--- src/hw/pin_ctrl_pkg.sv ---
// Constants, register map and types for the host status and tamper pin block.
package pin_ctrl_pkg;
    // Clock rate and derived tick.
    localparam int CLK_HZ = 10_000_000;
    localparam int TICK_US = 1;
    localparam int TICK_CYCLES = (CLK_HZ / 1_000_000) * TICK_US;
    localparam int BOOT_US = 10;
    localparam int BOOT_CYCLES = (CLK_HZ / 1_000_000) * BOOT_US;
    localparam int WD_TIMEOUT_US = 1000;

    // Register byte offsets.
    localparam logic [7:0] CTRL_OFF = 8'h00;
    localparam logic [7:0] PULSE_OFF = 8'h04;
    localparam logic [7:0] TRIG_OFF = 8'h08;
    localparam logic [7:0] CMD_OFF = 8'h0C;
    localparam logic [7:0] STAT_OFF = 8'h10;
    localparam logic [7:0] IRQ_OFF = 8'h14;
    localparam logic [7:0] MASK_OFF = 8'h18;

    // Control fields.
    localparam int CTRL_TAMPER_EN = 0;
    localparam int CTRL_RST_EN = 1;
    localparam int CTRL_RST_POL = 2;
    localparam int CTRL_RST_HOLD = 3;
    localparam int CTRL_WD_EN = 4;
    localparam logic [4:0] CTRL_RESET = 5'h00;

    // Command register fields: bit0 start, bit1 done, bit2 event pulse.
    localparam int CMD_START = 0;
    localparam int CMD_DONE = 1;

    // Event numbering, shared by trigger select, irq status and mask.
    localparam int EV_TAMPER = 0;
    localparam int EV_WD = 1;
    localparam int EV_SW = 2;
    localparam int EV_RST_DONE = 3;
    localparam int NUM_EV = 4;
    localparam logic [NUM_EV-1:0] EV_RESET = 4'h0;

    localparam logic [15:0] PULSE_RESET = 16'h000A;

    typedef enum logic [1:0] {
        RDY_BOOT = 2'b00,
        RDY_IDLE = 2'b01,
        RDY_BUSY = 2'b10
    } rdy_state_e;
endpackage

--- src/hw/pin_sync_if.sv ---
// Interface carrying synchronised pin levels between the block's modules.
`timescale 1ns/10ps
interface pin_sync_if;
    logic tamper_n;
    logic wd_kick;
    logic pwr_n;
    modport src (output tamper_n, output wd_kick, output pwr_n);
    modport dst (input tamper_n, input wd_kick, input pwr_n);
endinterface

--- src/hw/pin_sync.sv ---
// Two-flop synchronisers for the asynchronous control pins.
`timescale 1ns/10ps
module pin_sync (
    input wire logic clk_i,
    input wire logic rst_i,
    input wire logic [2:0] pins_i,
    pin_sync_if.src sync
);
    logic [2:0] meta_reg;
    logic [2:0] stable_reg;

    // Reset to the idle levels so no false event is seen at release.
    always_ff @(posedge clk_i) begin
        if (rst_i) begin
            meta_reg <= 3'h7;
            stable_reg <= 3'h7;
        end else begin
            meta_reg <= pins_i;
            stable_reg <= meta_reg;
        end
    end

    assign sync.tamper_n = stable_reg[0];
    assign sync.wd_kick = stable_reg[1];
    assign sync.pwr_n = stable_reg[2];
endmodule

--- src/hw/pin_ctrl.sv ---
// Tamper, reset-out, watchdog and ready pin logic with a Wishbone slave.
// Contract
// [RULE1] Tamper counted only when powered and conditions valid.
// [RULE2] Enabled tamper low starts the tamper response.
// [RULE3] Tamper sensing off after reset until enabled.
// [RULE4] Enabled reset output holds or pulses on trigger.
// [RULE5] Reset output disabled by default, never driven.
// [RULE6] Enabled but idle reset output stays undriven.
// [RULE7] Trigger drives reset output at polarity for duration.
// [RULE8] After duration reset output returns undriven.
// [RULE9] Watchdog off by default; input ignored then.
// [RULE10] Ready low while busy or unable to accept.
// [RULE11] Ready high after boot when commands accepted.
// [RULE12] Ready high when command finished, response readable.
// [RULE13] Power-down low clears volatile state; host holds high.
// [RULE14] Tamper input active low, idle high reads untampered.
// [RULE15] Host waits for ready high before commanding.
// [RULE16] Tamper and watchdog inputs synchronised first.
//
// Register access over Wishbone and the placing of the registers were chosen for this implementation.
`timescale 1ns/10ps
module pin_ctrl
    import pin_ctrl_pkg::*;
#(
    parameter int WD_TIMEOUT_CYCLES = (CLK_HZ / 1_000_000) * WD_TIMEOUT_US
) (
    input wire logic clk_i,
    input wire logic rst_i,
    input wire logic cyc_i,
    input wire logic stb_i,
    input wire logic we_i,
    input wire logic [7:0] adr_i,
    input wire logic [3:0] sel_i,
    input wire logic [31:0] dat_i,
    output logic [31:0] dat_o,
    output logic ack_o,
    input wire logic tamper_in_n_i,
    input wire logic watchdog_kick_input_i,
    input wire logic power_down_input_n_i,
    input wire logic cond_valid_i,
    input wire logic reset_out_i,
    output logic reset_out_o,
    output logic reset_out_oe_o,
    output logic ready_o,
    output logic zeroize_o,
    output logic irq_o
);
    ////////////////////////////////////////////////////////////////////////
    pin_sync_if sync_bus();

    pin_sync u_sync (
        .clk_i(clk_i),
        .rst_i(rst_i),
        .pins_i({power_down_input_n_i, watchdog_kick_input_i,
            tamper_in_n_i}),
        .sync(sync_bus.src)
    ); // RULE16

    // Power-down acts as a reset for all volatile state except the synchronisers and the bus interface.
    logic clr;
    assign clr = rst_i || !sync_bus.pwr_n; // RULE13

    ////////////////////////////////////////////////////////////////////////
    logic [4:0] ctrl_reg;
    logic [15:0] pulse_reg;
    logic [NUM_EV-1:0] trig_reg;
    logic [NUM_EV-1:0] irq_reg;
    logic [NUM_EV-1:0] mask_reg;
    logic [31:0] rdata;
    logic req;
    logic wr;
    logic wr_ctrl;
    logic wr_pulse;
    logic wr_trig;
    logic wr_cmd;
    logic wr_irq;
    logic wr_mask;
    logic lane0;

    assign req = cyc_i && stb_i && !ack_o;
    assign wr = req && we_i;
    assign lane0 = sel_i[0];
    assign wr_ctrl = wr && lane0 && adr_i == CTRL_OFF;
    assign wr_pulse = wr && adr_i == PULSE_OFF;
    assign wr_trig = wr && lane0 && adr_i == TRIG_OFF;
    assign wr_cmd = wr && lane0 && adr_i == CMD_OFF;
    assign wr_irq = wr && lane0 && adr_i == IRQ_OFF;
    assign wr_mask = wr && lane0 && adr_i == MASK_OFF;

    logic [15:0] pulse_next;
    assign pulse_next = {sel_i[1] ? dat_i[15:8] : pulse_reg[15:8],
        sel_i[0] ? dat_i[7:0] : pulse_reg[7:0]};

    // Control defaults keep every optional pin function off.
    always_ff @(posedge clk_i) begin
        if (clr) begin
            ctrl_reg <= CTRL_RESET; // RULE3 RULE5 RULE9
            pulse_reg <= PULSE_RESET;
            trig_reg <= EV_RESET;
            mask_reg <= EV_RESET;
        end else begin
            if (wr_ctrl)
                ctrl_reg <= dat_i[4:0];
            if (wr_pulse)
                pulse_reg <= pulse_next;
            if (wr_trig)
                trig_reg <= dat_i[NUM_EV-1:0];
            if (wr_mask)
                mask_reg <= dat_i[NUM_EV-1:0];
        end
    end

    ////////////////////////////////////////////////////////////////////////
    // Microsecond tick for the pulse timer.
    logic [7:0] tick_cnt_reg;
    logic tick;
    assign tick = tick_cnt_reg == 8'(TICK_CYCLES - 1);
    always_ff @(posedge clk_i) begin
        if (clr || tick)
            tick_cnt_reg <= 8'h00;
        else
            tick_cnt_reg <= tick_cnt_reg + 8'h01;
    end

    ////////////////////////////////////////////////////////////////////////
    // Tamper: level sensitive, so a held-low sensor keeps firing.
    logic tamper_ev;
    assign tamper_ev = ctrl_reg[CTRL_TAMPER_EN] && !sync_bus.tamper_n
        && cond_valid_i; // RULE1 RULE2 RULE14

    // Watchdog: any kick edge restarts the timeout.
    logic kick_d_reg;
    logic [31:0] wd_cnt_reg;
    logic wd_ev;
    logic kick_edge;
    assign kick_edge = sync_bus.wd_kick != kick_d_reg;
    assign wd_ev = ctrl_reg[CTRL_WD_EN]
        && wd_cnt_reg == 32'(WD_TIMEOUT_CYCLES - 1);
    always_ff @(posedge clk_i) begin
        if (clr)
            kick_d_reg <= 1'b1;
        else
            kick_d_reg <= sync_bus.wd_kick;
    end
    always_ff @(posedge clk_i) begin
        if (clr || !ctrl_reg[CTRL_WD_EN] || kick_edge || wd_ev)
            wd_cnt_reg <= 32'h0000_0000; // RULE9
        else
            wd_cnt_reg <= wd_cnt_reg + 32'h0000_0001;
    end

    logic sw_ev;
    assign sw_ev = wr_cmd && dat_i[EV_SW];

    ////////////////////////////////////////////////////////////////////////
    // Reset-out driver.
    logic [NUM_EV-1:0] ev_vec;
    logic trigger;
    logic active_reg;
    logic [15:0] dur_reg;
    logic done_ev;
    assign ev_vec = {1'b0, sw_ev, wd_ev, tamper_ev};
    assign trigger = ctrl_reg[CTRL_RST_EN] && |(ev_vec & trig_reg);
    assign done_ev = active_reg && !ctrl_reg[CTRL_RST_HOLD] && tick
        && dur_reg <= 16'h0001;

    always_ff @(posedge clk_i) begin
        if (clr || !ctrl_reg[CTRL_RST_EN]) begin
            active_reg <= 1'b0;
            dur_reg <= 16'h0000;
        end else if (trigger) begin
            active_reg <= 1'b1; // RULE4 RULE7
            dur_reg <= pulse_reg;
        end else if (done_ev) begin
            active_reg <= 1'b0; // RULE8
        end else if (active_reg && tick) begin
            dur_reg <= dur_reg - 16'h0001;
        end
    end

    always_ff @(posedge clk_i) begin
        if (clr) begin
            reset_out_oe_o <= 1'b0;
            reset_out_o <= 1'b0;
        end else begin
            reset_out_oe_o <= active_reg || trigger; // RULE5 RULE6
            reset_out_o <= ctrl_reg[CTRL_RST_POL];
        end
    end

    always_ff @(posedge clk_i) begin
        if (clr)
            zeroize_o <= 1'b0;
        else
            zeroize_o <= tamper_ev;
    end

    ////////////////////////////////////////////////////////////////////////
    // Ready handshake.
    rdy_state_e st_reg;
    rdy_state_e st_next;
    logic [7:0] boot_cnt_reg;
    always_comb begin
        st_next = st_reg;
        case (st_reg)
            RDY_BOOT: begin
                if (boot_cnt_reg == 8'(BOOT_CYCLES - 1))
                    st_next = RDY_IDLE; // RULE11
            end
            RDY_IDLE: begin
                if (wr_cmd && dat_i[CMD_START])
                    st_next = RDY_BUSY; // RULE10
            end
            RDY_BUSY: begin
                if (wr_cmd && dat_i[CMD_DONE])
                    st_next = RDY_IDLE; // RULE12
            end
            default: st_next = RDY_BOOT;
        endcase
    end
    always_ff @(posedge clk_i) begin
        if (clr) begin
            st_reg <= RDY_BOOT;
            boot_cnt_reg <= 8'h00;
            ready_o <= 1'b0;
        end else begin
            st_reg <= st_next;
            if (st_reg == RDY_BOOT)
                boot_cnt_reg <= boot_cnt_reg + 8'h01;
            ready_o <= st_next == RDY_IDLE; // RULE10 RULE11 RULE12
        end
    end

    ////////////////////////////////////////////////////////////////////////
    // Sticky events; a new event in the clearing cycle wins.
    logic [NUM_EV-1:0] ev_all;
    assign ev_all = {done_ev, sw_ev, wd_ev, tamper_ev};
    always_ff @(posedge clk_i) begin
        if (clr)
            irq_reg <= EV_RESET;
        else if (wr_irq)
            irq_reg <= (irq_reg & ~dat_i[NUM_EV-1:0]) | ev_all;
        else
            irq_reg <= irq_reg | ev_all;
    end
    always_ff @(posedge clk_i) begin
        if (clr)
            irq_o <= 1'b0;
        else
            irq_o <= |(irq_reg & mask_reg);
    end

    ////////////////////////////////////////////////////////////////////////
    always_comb begin
        rdata = 32'h0000_0000;
        case (adr_i)
            CTRL_OFF: rdata = {27'h0, ctrl_reg};
            PULSE_OFF: rdata = {16'h0, pulse_reg};
            TRIG_OFF: rdata = {28'h0, trig_reg};
            CMD_OFF: rdata = {30'h0, st_reg};
            STAT_OFF: rdata = {26'h0, active_reg, ready_o, reset_out_i,
                sync_bus.wd_kick, sync_bus.tamper_n, zeroize_o};
            IRQ_OFF: rdata = {28'h0, irq_reg};
            MASK_OFF: rdata = {28'h0, mask_reg};
            default: rdata = 32'h0000_0000;
        endcase
    end
    // Bus interface survives power-down only through rst_i.
    always_ff @(posedge clk_i) begin
        if (rst_i) begin
            ack_o <= 1'b0;
            dat_o <= 32'h0000_0000;
        end else begin
            ack_o <= req;
            dat_o <= req ? rdata : 32'h0000_0000;
        end
    end
endmodule

--- config.mk ---
export PLATFORM = sky130hd
export DESIGN_NAME = pin_ctrl
export DESIGN_NICKNAME = d
export VERILOG_FILES = /design/src/hw/pin_ctrl_pkg.sv /design/src/hw/pin_sync_if.sv /design/src/hw/pin_sync.sv /design/src/hw/pin_ctrl.sv
export SDC_FILE = /design/constraint.sdc
export NUM_CORES = 1
export LEC_CHECK = 0
export ABC_AREA = 1
export BUFFER_PORTS_ARGS = -buffer_cell sky130_fd_sc_hd__buf_4
export CAP_MARGIN = 25
export CORE_ASPECT_RATIO = 0.5
export CORE_MARGIN = 5
export CORE_UTILIZATION = 62
export DETAILED_ROUTE_END_ITERATION = 16
export PLACE_DENSITY = 0.86
export SYNTH_ARGS = -nofsm -noshare
export SYNTH_HDL_FRONTEND = slang
export SYNTH_SLANG_ARGS = --single-unit
--- constraint.sdc ---
create_clock -name clk_i -period 2.91 [get_ports clk_i]
set_clock_uncertainty 0.05 [all_clocks]
set_input_delay 0.582 -clock clk_i [delete_from_list [all_inputs] [get_ports clk_i]]
set_output_delay 0.582 -clock clk_i [all_outputs]
set_load 0.02 [all_outputs]
==> results of run 1 <==
where the power goes:
| group | switching (mW) | internal [mW] | total, mW | leakage [nW] |
|---|---|---|---|---|
| clock network | 0.770 | 1.19 | 1.96 | 0.277 |
| logic | 0.0770 | 0.0499 | 0.127 | 1.65 |
| registers | 0.00793 | 1.78 | 1.79 | 1.04 |
cell type report:
type,count,area share
Inverter,109,0.0563
Clock inverter,10,0.00807
Timing Repair Buffer,60,0.0618
Sequential cell,129,0.354
Multi-Input combinational cell,640,0.428
Clock buffer,22,0.0678
Tap cell,140,0.0240
metrics by stage:
step                worst slack [ns]  hold WS (ns)  area (µm²)
global placement               0.589         0.342        6740
floorplan                       1.07         0.339        6340
finish                         0.662         0.302        7290
CTS                            0.685         0.300        7290
global route                   0.447         0.303        7290
detailed placement             0.489         0.342        6740
cells by family (layout without fill, tap and decap cells):
| logic type | after synthesis | in the layout | synth area share |
|---|---|---|---|
| AND/OR/NAND/NOR | 476 | 476 | 0.342 |
| flip-flops | 129 | 129 | 0.411 |
| AO/OA/AOI/OAI | 121 | 121 | 0.103 |
| other | 1 | 16 | 0.000597 |
| adder cells (fa/ha/maj) | 6 | 6 | 0.0119 |
| XOR/XNOR | 21 | 21 | 0.0293 |
| buffers and inverters | 142 | 201 | 0.102 |
worst paths after layout:
kind	from	end	slack, ns	cells after the start
max	wd_cnt_reg[0]	dur_reg[6]	0.66	12
min	tamper_in_n_i	u_sync.meta_reg[0]	0.30	2
max reg2reg	wd_cnt_reg[0]	dur_reg[6]	0.66	12
min reg2reg	u_sync.meta_reg[0]	u_sync.stable_reg[0]	0.35	1
synthesized netlist by cell type, types with 5 or more instances:
cell type,number,area share
sky130_fd_sc_hd__buf_4,20,0.024
sky130_fd_sc_hd__or2_2,10,0.010
sky130_fd_sc_hd__xnor2_1,6,0.0084
sky130_fd_sc_hd__nor2_1,181,0.11
sky130_fd_sc_hd__inv_1,105,0.063
sky130_fd_sc_hd__nor4_1,5,0.0050
sky130_fd_sc_hd__a21oi_1,56,0.045
sky130_fd_sc_hd__dfxtp_1,129,0.41
sky130_fd_sc_hd__nand2_2,6,0.0060
sky130_fd_sc_hd__nand3_1,44,0.035
sky130_fd_sc_hd__o21ai_0,45,0.036
sky130_fd_sc_hd__ha_1,6,0.012
sky130_fd_sc_hd__nor2_2,7,0.0070
sky130_fd_sc_hd__nand4_1,19,0.019
sky130_fd_sc_hd__xor2_1,15,0.021
sky130_fd_sc_hd__nand2_1,149,0.089
sky130_fd_sc_hd__nor3_1,29,0.023
sky130_fd_sc_hd__o22ai_1,5,0.0050
sky130_fd_sc_hd__nor2_4,6,0.011
sky130_fd_sc_hd__clkbuf_1,6,0.0036
critical path, delay by kind of cell (launching register included):
kind,cells,cell delay (ns)
simple gates,11,1.51
flops,1,0.37
fa+ha+maj,1,0.18
metal layers:
metal | vias up | part of all wire | GRT usage
li1 | 2976 | - | -
met1 | 2783 | 0.42 | 0.313
met2 | 253 | 0.50 | 0.470
met3 | 23 | 0.067 | 0.0569
met4 | 0 | 0.012 | 0.0735
met5 | - | 0 | 0
==> reports/qor.log, run 1 <==
[run_status] result of the run complete, no violations
[layout] final core utilization 0.725
[sta] worst-case headroom to the max-slew limit 0.600
[sta] Setup violations, final 0
[clocking] Clock Sinks 129
[synthesis] Post-Synthesis Mean Instance Area 7.02 µm²
[clocking] Clock Root Buffer sky130_fd_sc_hd__clkbuf_16
[floorplan] number of placement rows 26
[synthesis] post-synthesis cell count 896
[placed_design] final estimated routing congestion in global placement 0.926
[critical_path] peak fanout along the critical path 21
[critical_path] CP arrival 2.48 ns
[synthesis] proportion of synthesized chip area in sequential cells 0.411
[routing] DRC violation total after the first TritonRoute iteration 520
[floorplan] core area 10100 µm²
[floorplan] Starting Density 0.625
[synthesis] combined area of all synthesized cells 6290 µm²
[floorplan] I/O pin cnt 92
[clocking] number of buffers added to fix hold violations after cts 0
[layout] Reg area 2580 µm²
[grt] number of global-route vias before repair 5604
[layout] Largest register FFs 32
[floorplan] die width 152 µm
[floorplan] full die area 12400 µm²
[floorplan] die height 81.2 µm
[pwr] maximum resistive drop on vdd 370 µV
[routing] total via count in the routed design 6035
[synthesis] count of warnings emitted by yosys 0
[grt] number of antenna violations at the first check in global routing 0
[clocking] clock-pin slew reported for the worst setup and hold paths after clock tree synthesis 0.06 ns
[routing] number of antenna-violating nets in the routed design 0
[grt] largest net degree at the start of global routing 33
[grt] overall routing resource usage 0.258
[sta] setup repair after global routing missed its margin no
[clocking] number of CTS-inserted buffers 17
[synthesis] register bit count reported by yosys 129
[placed_design] # port buffers 57
[hold_path] classification of the worst-slack hold path input pin to register
[layout] most common library cell in the layout ignoring fill and taps sky130_fd_sc_hd__nor2_1
[layout] layout cells sized above 1 0.142
[pwr] Tot Pwr 3.87 mW
[clocking] maximum number of buffers from clock root to sink 2
[sta] final count of hold timing violations 0
[synthesis] async set-or-reset flop fraction in the synthesized netlist 0
[synthesis] Unique masters post-synth 44
[critical_path] Worst path max stage delay 0.37 ns
[layout] Antenna Diode Count 0
[sta] Setup Total Neg Slack 0 ns
[critical_path] Critical Path End Type register
[clocking] setup repair bufs after CTS 0
[critical_path] sort of element at the start of the critical path register
[synthesis] number of synthesized flops with an enable pin 0
[clocking] clock insertion delay at the later pin of the skew report 0.41 ns
[sta] transition at the pin with the smallest max-transition slack 0.596 ns
[grt] first-pass GRT wire length 26000 µm
[pwr] Static Leak 2.97 nW
[sta] count of final max-slew check failures 0
[placed_design] post-DP HPWL 11100 µm
[critical_path] Crit Path Category register to register
[clocking] Resized Gates After CTS 0
[routing] detail-routed net length per standard cell 14.3 µm
[layout] relative area change from synthesis to final layout 16.0%
[layout] FILL cells 797
[routing] DRC Markers 0
[routing] wire length reported by the detailed router 15900 µm
[critical_path] required time at the endpoint of the critical path 3.14 ns
[layout] Layout Cells excl Fill 1110
[sta] Tmin final 2.25 ns
[run] number of max-cap violations 0
[pwr] power density over the cells 531 nW/µm²
[clocking] CTS tree built
[layout] number of nets in the layout 1017
[routing] detailed-router iteration count before antenna repair 6
[layout] multi-input gate area in the final layout 3120 µm²
[clocking] count of H-tree levels built during CTS 4
[placed_design] post-placement cell count 1078
[routing] via count normalized by instance count 5.44
[layout] top library cells by usage in the layout, fill and taps aside 181 x sky130_fd_sc_hd__nor2_1, 149 x sky130_fd_sc_hd__nand2_1, 129 x sky130_fd_sc_hd__dfxtp_1
[critical_path] library cell contributing the largest single delay on the critical path sky130_fd_sc_hd__dfxtp_1
[synthesis] dominant register cell in the synthesized netlist sky130_fd_sc_hd__dfxtp_1
[sta] crit share post-route 0.772
[critical_path] cells along the critical path ha_1 -> nand2_1 -> nor2_2 -> nand2_1 -> nor2_2 -> nand3_2 -> nand2_4 -> nand2_4 -> nand2_4 -> nor2_1 -> nor2_1 -> nor2_1
[grt] total global routing overflow 0
[sta] fmax 0.445 GHz
No activity file was read; power rests on OpenSTA's default activity.
==> run 2, diff against run 1 <==
CORE_UTILIZATION = 52   (was 62)
PLACE_DENSITY = 0.77   (was 0.86)
clock period = 1.95 ns   (was 2.91 ns; I/O delays follow)
==> run 2 against run 1 <==
  * Routed wire length increased by 1.1%
  * Global-route usage decreased by 3.4 points
  * Maximum frequency increased by 21%
  * Register-to-register slack got worse by 0.56 ns
  * Worst hold slack got worse by 0.20 ns
  * Worst setup slack got worse by 0.56 ns
  * Cell area increased by 5.0%
  * Clock-buffer cell count increased by 1
  * Combinational power increased by 52%
  * Sequential power increased by 49%
  * Critical endpoint is now dur_reg[8]
  * Highest routed layer unchanged
==> reports/qor.log, run 2 (synthesized netlist as in run 1, its figures left out) <==
[grt] number of antenna violations at the first check in global routing 0
[placed_design] post-placement cell count 1129
[floorplan] number of placement rows 28
[grt] largest net degree at the start of global routing 35
[clocking] maximum number of buffers from clock root to sink 2
[critical_path] launch point of the worst path wd_cnt_reg[13]
[sta] Tmin final 1.85 ns
[layout] relative area change from synthesis to final layout 21.8%
[routing] detailed-router iteration count before antenna repair 6
[clocking] number of buffers added to fix hold violations after cts 0
[critical_path] peak fanout along the critical path 7
[critical_path] CP arrival 2.09 ns
[sta] transition at the pin with the smallest max-transition slack 0.549 ns
[critical_path] Critical Path End Type register
[grt] first-pass GRT wire length 25900 µm
[routing] detail-routed net length per standard cell 13.8 µm
[clocking] Clock Root Buffer sky130_fd_sc_hd__clkbuf_16
[clocking] clock insertion delay at the later pin of the skew report 0.42 ns
[grt] number of global-route vias before repair 5766
[pwr] Static Leak 3.14 nW
[routing] DRC Markers 0
[floorplan] I/O pin cnt 92
[pwr] maximum resistive drop on vdd 476 µV
[critical_path] reg-to-reg critical path startpoint wd_cnt_reg[13]
[placed_design] post-DP HPWL 11700 µm
[sta] Setup violations, final 0
[layout] number of nets in the layout 1046
[floorplan] core area 11800 µm²
[layout] top library cells by usage in the layout, fill and taps aside 178 x sky130_fd_sc_hd__nor2_1, 147 x sky130_fd_sc_hd__nand2_1, 127 x sky130_fd_sc_hd__dfxtp_1
[layout] most common library cell in the layout ignoring fill and taps sky130_fd_sc_hd__nor2_1
[routing] wire length reported by the detailed router 16100 µm
[run] number of max-cap violations 0
[hold_path] classification of the worst-slack hold path input pin to register
[critical_path] sort of element at the start of the critical path register
[clocking] CTS tree built
[routing] number of antenna-violating nets in the routed design 0
[layout] layout cells sized above 1 0.173
[placed_design] # port buffers 57
[critical_path] Crit Path Category register to register
[routing] total via count in the routed design 6052
[clocking] clock-pin slew reported for the worst setup and hold paths after clock tree synthesis 0.06 ns
[critical_path] worst reg2reg setup slack 0.1 ns
[floorplan] Starting Density 0.532
[pwr] power density over the cells 770 nW/µm²
[placed_design] Setup WS pre-CTS -0.00209 ns
[pwr] Tot Pwr 5.89 mW
[floorplan] die height 87.7 µm
[placed_design] final estimated routing congestion in global placement 0.940
[clocking] count of H-tree levels built during CTS 4
[run_status] result of the run complete, no violations
[floorplan] die width 165 µm
[sta] fmax 0.540 GHz
[grt] total global routing overflow 0
[sta] worst-case headroom to the max-slew limit 0.634
[clocking] Clock Sinks 129
[sta] Setup WS post-layout 0.0991 ns
[critical_path] required time at the endpoint of the critical path 2.19 ns
[sta] count of final max-slew check failures 0
[sta] crit share post-route 0.949
[clocking] number of CTS-inserted buffers 17
[hold_path] Worst Hold Launch power_down_input_n_i
[grt] overall routing resource usage 0.223
[routing] DRC violation total after the first TritonRoute iteration 495
[layout] Largest register FFs 32
[sta] final count of hold timing violations 0
[layout] Antenna Diode Count 0
[floorplan] full die area 14500 µm²
[routing] via count normalized by instance count 5.21
[layout] Layout Cells excl Fill 1162
## run 2: changes by cell type in the layout (fill, tap and decap cells not counted), moves of 3 or more
cell,delta
sky130_fd_sc_hd__clkbuf_1,+4
sky130_fd_sc_hd__clkbuf_8,-3
sky130_fd_sc_hd__buf_4,+24
sky130_fd_sc_hd__buf_12,+3
sky130_fd_sc_hd__clkinv_2,-3
sky130_fd_sc_hd__nor2_1,-3
## run 2: power breakdown
group          total, mW  internal, mW  switching (mW)  leakage (nW)
Sequential          2.67          2.65          0.0107          1.04
Combinational      0.193        0.0770           0.116          1.82
Clock               3.03          1.92            1.11         0.276
## run 2: layer usage
layer	vias up	part of all wire	global-route usage
li1	3036	-	-
met1	2789	0.43	0.266
met2	191	0.48	0.389
met3	36	0.066	0.0639
met4	0	0.019	0.0823
met5	-	0	0
## run 2: layout make-up
| cell class | instances | area, µm² |
|---|---|---|
| clock buffers | 23 | 468 |
| well taps | 165 | 206 |
| repair buffers | 89 | 727 |
| fillers | 1048 | 4150 |
| clock inverters | 7 | 85.1 |
| multi-input cells | 640 | 3170 |
| inverters | 109 | 412 |
| flip-flops and latches | 129 | 2580 |
## run 2: path summary, 6_finish.rpt
kind / cells past startpoint / end
setup / recovery: 12 / dur_reg[8]
hold / removal: 2 / u_sync.meta_reg[2]
hold reg to reg: 1 / u_sync.stable_reg[2]
setup reg to reg: 12 / dur_reg[8]
## run 2: worst max-delay path, cell delays in order, from the launching register on
cell and delay [ns]:
sky130_fd_sc_hd__dfxtp_1 0.42, sky130_fd_sc_hd__nand2_1 0.08, sky130_fd_sc_hd__nor3_1 0.18, sky130_fd_sc_hd__nand2_1 0.13, sky130_fd_sc_hd__nor2_2 0.11, sky130_fd_sc_hd__nand3_2 0.12, sky130_fd_sc_hd__nand2_4 0.12, sky130_fd_sc_hd__nand2_8 0.09
sky130_fd_sc_hd__clkbuf_16 0.18, sky130_fd_sc_hd__nand2_1 0.05, sky130_fd_sc_hd__nand2_1 0.05, sky130_fd_sc_hd__nor2_1 0.10, sky130_fd_sc_hd__nor2_1 0.04
## run 2: timing repair
action                                  4_1_cts  5_1_grt
endpoints found under the hold margin         0        0
buffers inserted                              0        2
pin swaps                                     0        9
endpoints found under the setup margin        6       49
gates cloned                                  0        1
resized for setup                             1       17
## run 2: per-stage QoR
stage	setup TNS [ns]	instance area, µm²	hold WS, ns	utilization
2_1_floorplan	0	6340	0.339	-
3_3_place_gp	0	7000	0.376	0.593
3_5_place_dp	-0.00297	7000	0.379	0.593
4_1_cts	0	7560	0.0908	0.640
5_1_grt	-0.0586	7650	0.0929	0.648
6_report	0	7650	0.104	0.648
==> run 3, diff against run 2 <==
PLACE_DENSITY = default   (was 0.77)
PLACE_DENSITY_LB_ADDON = 0.1   (was default)
clock period = 1.55 ns   (was 1.95 ns; I/O delays follow)
==> run 3 against run 2 <==
  * The run now ends with setup timing left
  * Register-to-register slack got worse by 0.40 ns
  * Power grew 37%
  * Cell area up 20%
  * Core utilization increased by 13 points
  * Critical path depth unchanged
  * Sequential power rose by 25%
  * Clock power grew 47%
  * Flip-flop and latch count unchanged
  * Non-clock buffer count is 127 higher
  * Maximum frequency increased by 0.26%
  * Worst hold slack got worse by 0.073 ns
  * Die area is the same
==> reports/qor.log, run 3 (synthesized netlist as in run 1, its figures left out) <==
[layout] top library cells by usage in the layout, fill and taps aside 197 x sky130_fd_sc_hd__buf_4, 164 x sky130_fd_sc_hd__nor2_1, 140 x sky130_fd_sc_hd__nand2_1
[grt] largest net degree at the start of global routing 33
[layout] Largest register FFs 32
[clocking] Clock Sinks 129
[sta] Tmin final 1.85 ns
[placed_design] Setup WS pre-CTS -0.222 ns
[pwr] clock group share of total power 0.551
[placed_design] post-placement cell count 1234
[layout] final core utilization 0.775
[grt] overall routing resource usage 0.241
[clocking] clock insertion delay at the later pin of the skew report 0.42 ns
[pwr] Comb pwr share 0.035
[routing] detailed-router iteration count before antenna repair 5
[critical_path] Worst path max stage delay 0.32 ns
[layout] Antenna Diode Count 0
[pwr] Psw 1.69 mW
[layout] most common library cell in the layout ignoring fill and taps sky130_fd_sc_hd__buf_4
[sta] setup repair after global routing missed its margin yes
[routing] detail-routed net length per standard cell 14.5 µm
[placed_design] final estimated routing congestion in global placement 0.930
[pwr] Static Leak 3.90 nW
[grt] number of global-route vias before repair 6205
[layout] Layout Cells excl Fill 1292
[floorplan] core area 11800 µm²
[routing] number of antenna-violating nets in the routed design 0
[pwr] Tot Pwr 8.09 mW
[pwr] internal portion of total power 6.40 mW
[sta] count of final max-slew check failures 0
[clocking] CTS tree built
[layout] FILL cells 830
[sta] crit share post-route 1.19
[clocking] count of H-tree levels built during CTS 4
[clocking] Clock Root Buffer sky130_fd_sc_hd__clkbuf_16
[clocking] number of CTS-inserted buffers 17
[placed_design] post-DP HPWL 12500 µm
[sta] final count of hold timing violations 0
[critical_path] category of cells accounting for the largest share of critical-path delay simple AND/OR/NAND/NOR gates
[clocking] maximum number of buffers from clock root to sink 2
[layout] number of nets in the layout 1174
[critical_path] library cell contributing the largest single delay on the critical path sky130_fd_sc_hd__dfxtp_2
[routing] via count normalized by instance count 5.16
[floorplan] die width 165 µm
[floorplan] I/O pin cnt 92
[critical_path] Critical Path End Type register
[grt] total global routing overflow 0
[critical_path] Most common cell on crit path sky130_fd_sc_hd__nand2_2
[sta] Setup violations, final 56
[floorplan] full die area 14500 µm²
[placed_design] # port buffers 57
[pwr] Net Sw Frac 0.209
[grt] number of antenna violations at the first check in global routing 0
[layout] final design area excluding fillers 9150 µm²
[grt] first-pass GRT wire length 28200 µm
[routing] total via count in the routed design 6663
[routing] DRC violation total after the first TritonRoute iteration 537
[critical_path] cells along the critical path inv_2 -> nand2_2 -> nor3_4 -> nand2_2 -> nor2_4 -> nand3_4 -> nand2_4 -> nand2_8 -> buf_12 -> buf_8 -> buf_4 -> a21oi_4
[critical_path] CP arrival 2.14 ns
[run_status] violated checks setup timing
[sta] Setup Total Neg Slack -8.86 ns
[layout] relative area change from synthesis to final layout 45.6%
[pwr] Reg power frac 0.414
[routing] wire length reported by the detailed router 18700 µm
[floorplan] Starting Density 0.532
[critical_path] Worst Path Buf+Inv 4
[run] number of max-cap violations 0
[layout] layout cells sized above 1 0.328
[clocking] number of buffers added to fix hold violations after cts 0
[routing] DRC Markers 0
[pwr] maximum resistive drop on vdd 687 µV
[sta] fmax 0.542 GHz
[pwr] power density over the cells 884 nW/µm²
[placed_design] placed inst area 7870 µm²
[floorplan] number of placement rows 28
[critical_path] required time at the endpoint of the critical path 1.84 ns
[hold_path] classification of the worst-slack hold path input pin to register
[critical_path] peak fanout along the critical path 8
[clocking] clock-pin slew reported for the worst setup and hold paths after clock tree synthesis 0.06 ns
[critical_path] sort of element at the start of the critical path register
[critical_path] Crit Path Category register to register
[sta] Final Hold Slack 0.0309 ns
[sta] Setup WS post-layout -0.296 ns
[floorplan] die height 87.7 µm
[run_status] result of the run complete, but fails checks
-- run 3: per-layer routing --
| metal | up-vias | track usage | wire length [µm] |
|---|---|---|---|
| met5 | - | 0 | 0 |
| met2 | 232 | 0.414 | 9310 |
| met1 | 3108 | 0.307 | 8020 |
| met3 | 27 | 0.0498 | 1080 |
| li1 | 3296 | - | - |
| met4 | 0 | 0.0786 | 278 |
-- run 3: what timing repair did --
action,CTS,global route
buffers inserted,5,19
cloned,0,3
setup endpoints to repair,73,78
gates resized for setup,33,84
pin swaps,13,39
-- run 3: area by class of cell --
type | instances | area (µm²) | share of cell area
inverters | 109 | 419 | 0.0458
well taps | 165 | 206 | 0.0226
flip-flops and latches | 129 | 2600 | 0.284
multi-input cells | 641 | 3500 | 0.382
clock buffers | 19 | 453 | 0.0495
repair buffers | 216 | 1770 | 0.193
clock inverters | 13 | 208 | 0.0227
-- run 3: final timing paths --
kind	from	end	slack, ns	cells past startpoint
worst max-delay path	wd_cnt_reg[18]	reset_out_oe_o	-0.30	12
worst max register to register	wd_cnt_reg[18]	reset_out_oe_o	-0.30	12
worst min register to register	u_sync.meta_reg[0]	u_sync.stable_reg[0]	0.36	1
worst min-delay path	power_down_input_n_i	u_sync.meta_reg[2]	0.03	2
-- run 3: power by group through the flow --
stage	clock network [mW]	logic, mW	registers, mW
2_1_floorplan	0	0.151	3.42
3_3_place_gp	0	0.265	3.42
3_5_place_dp	0	0.270	3.42
4_1_cts	4.49	0.278	3.35
5_1_grt	4.69	0.309	3.35
6_report	4.45	0.284	3.35
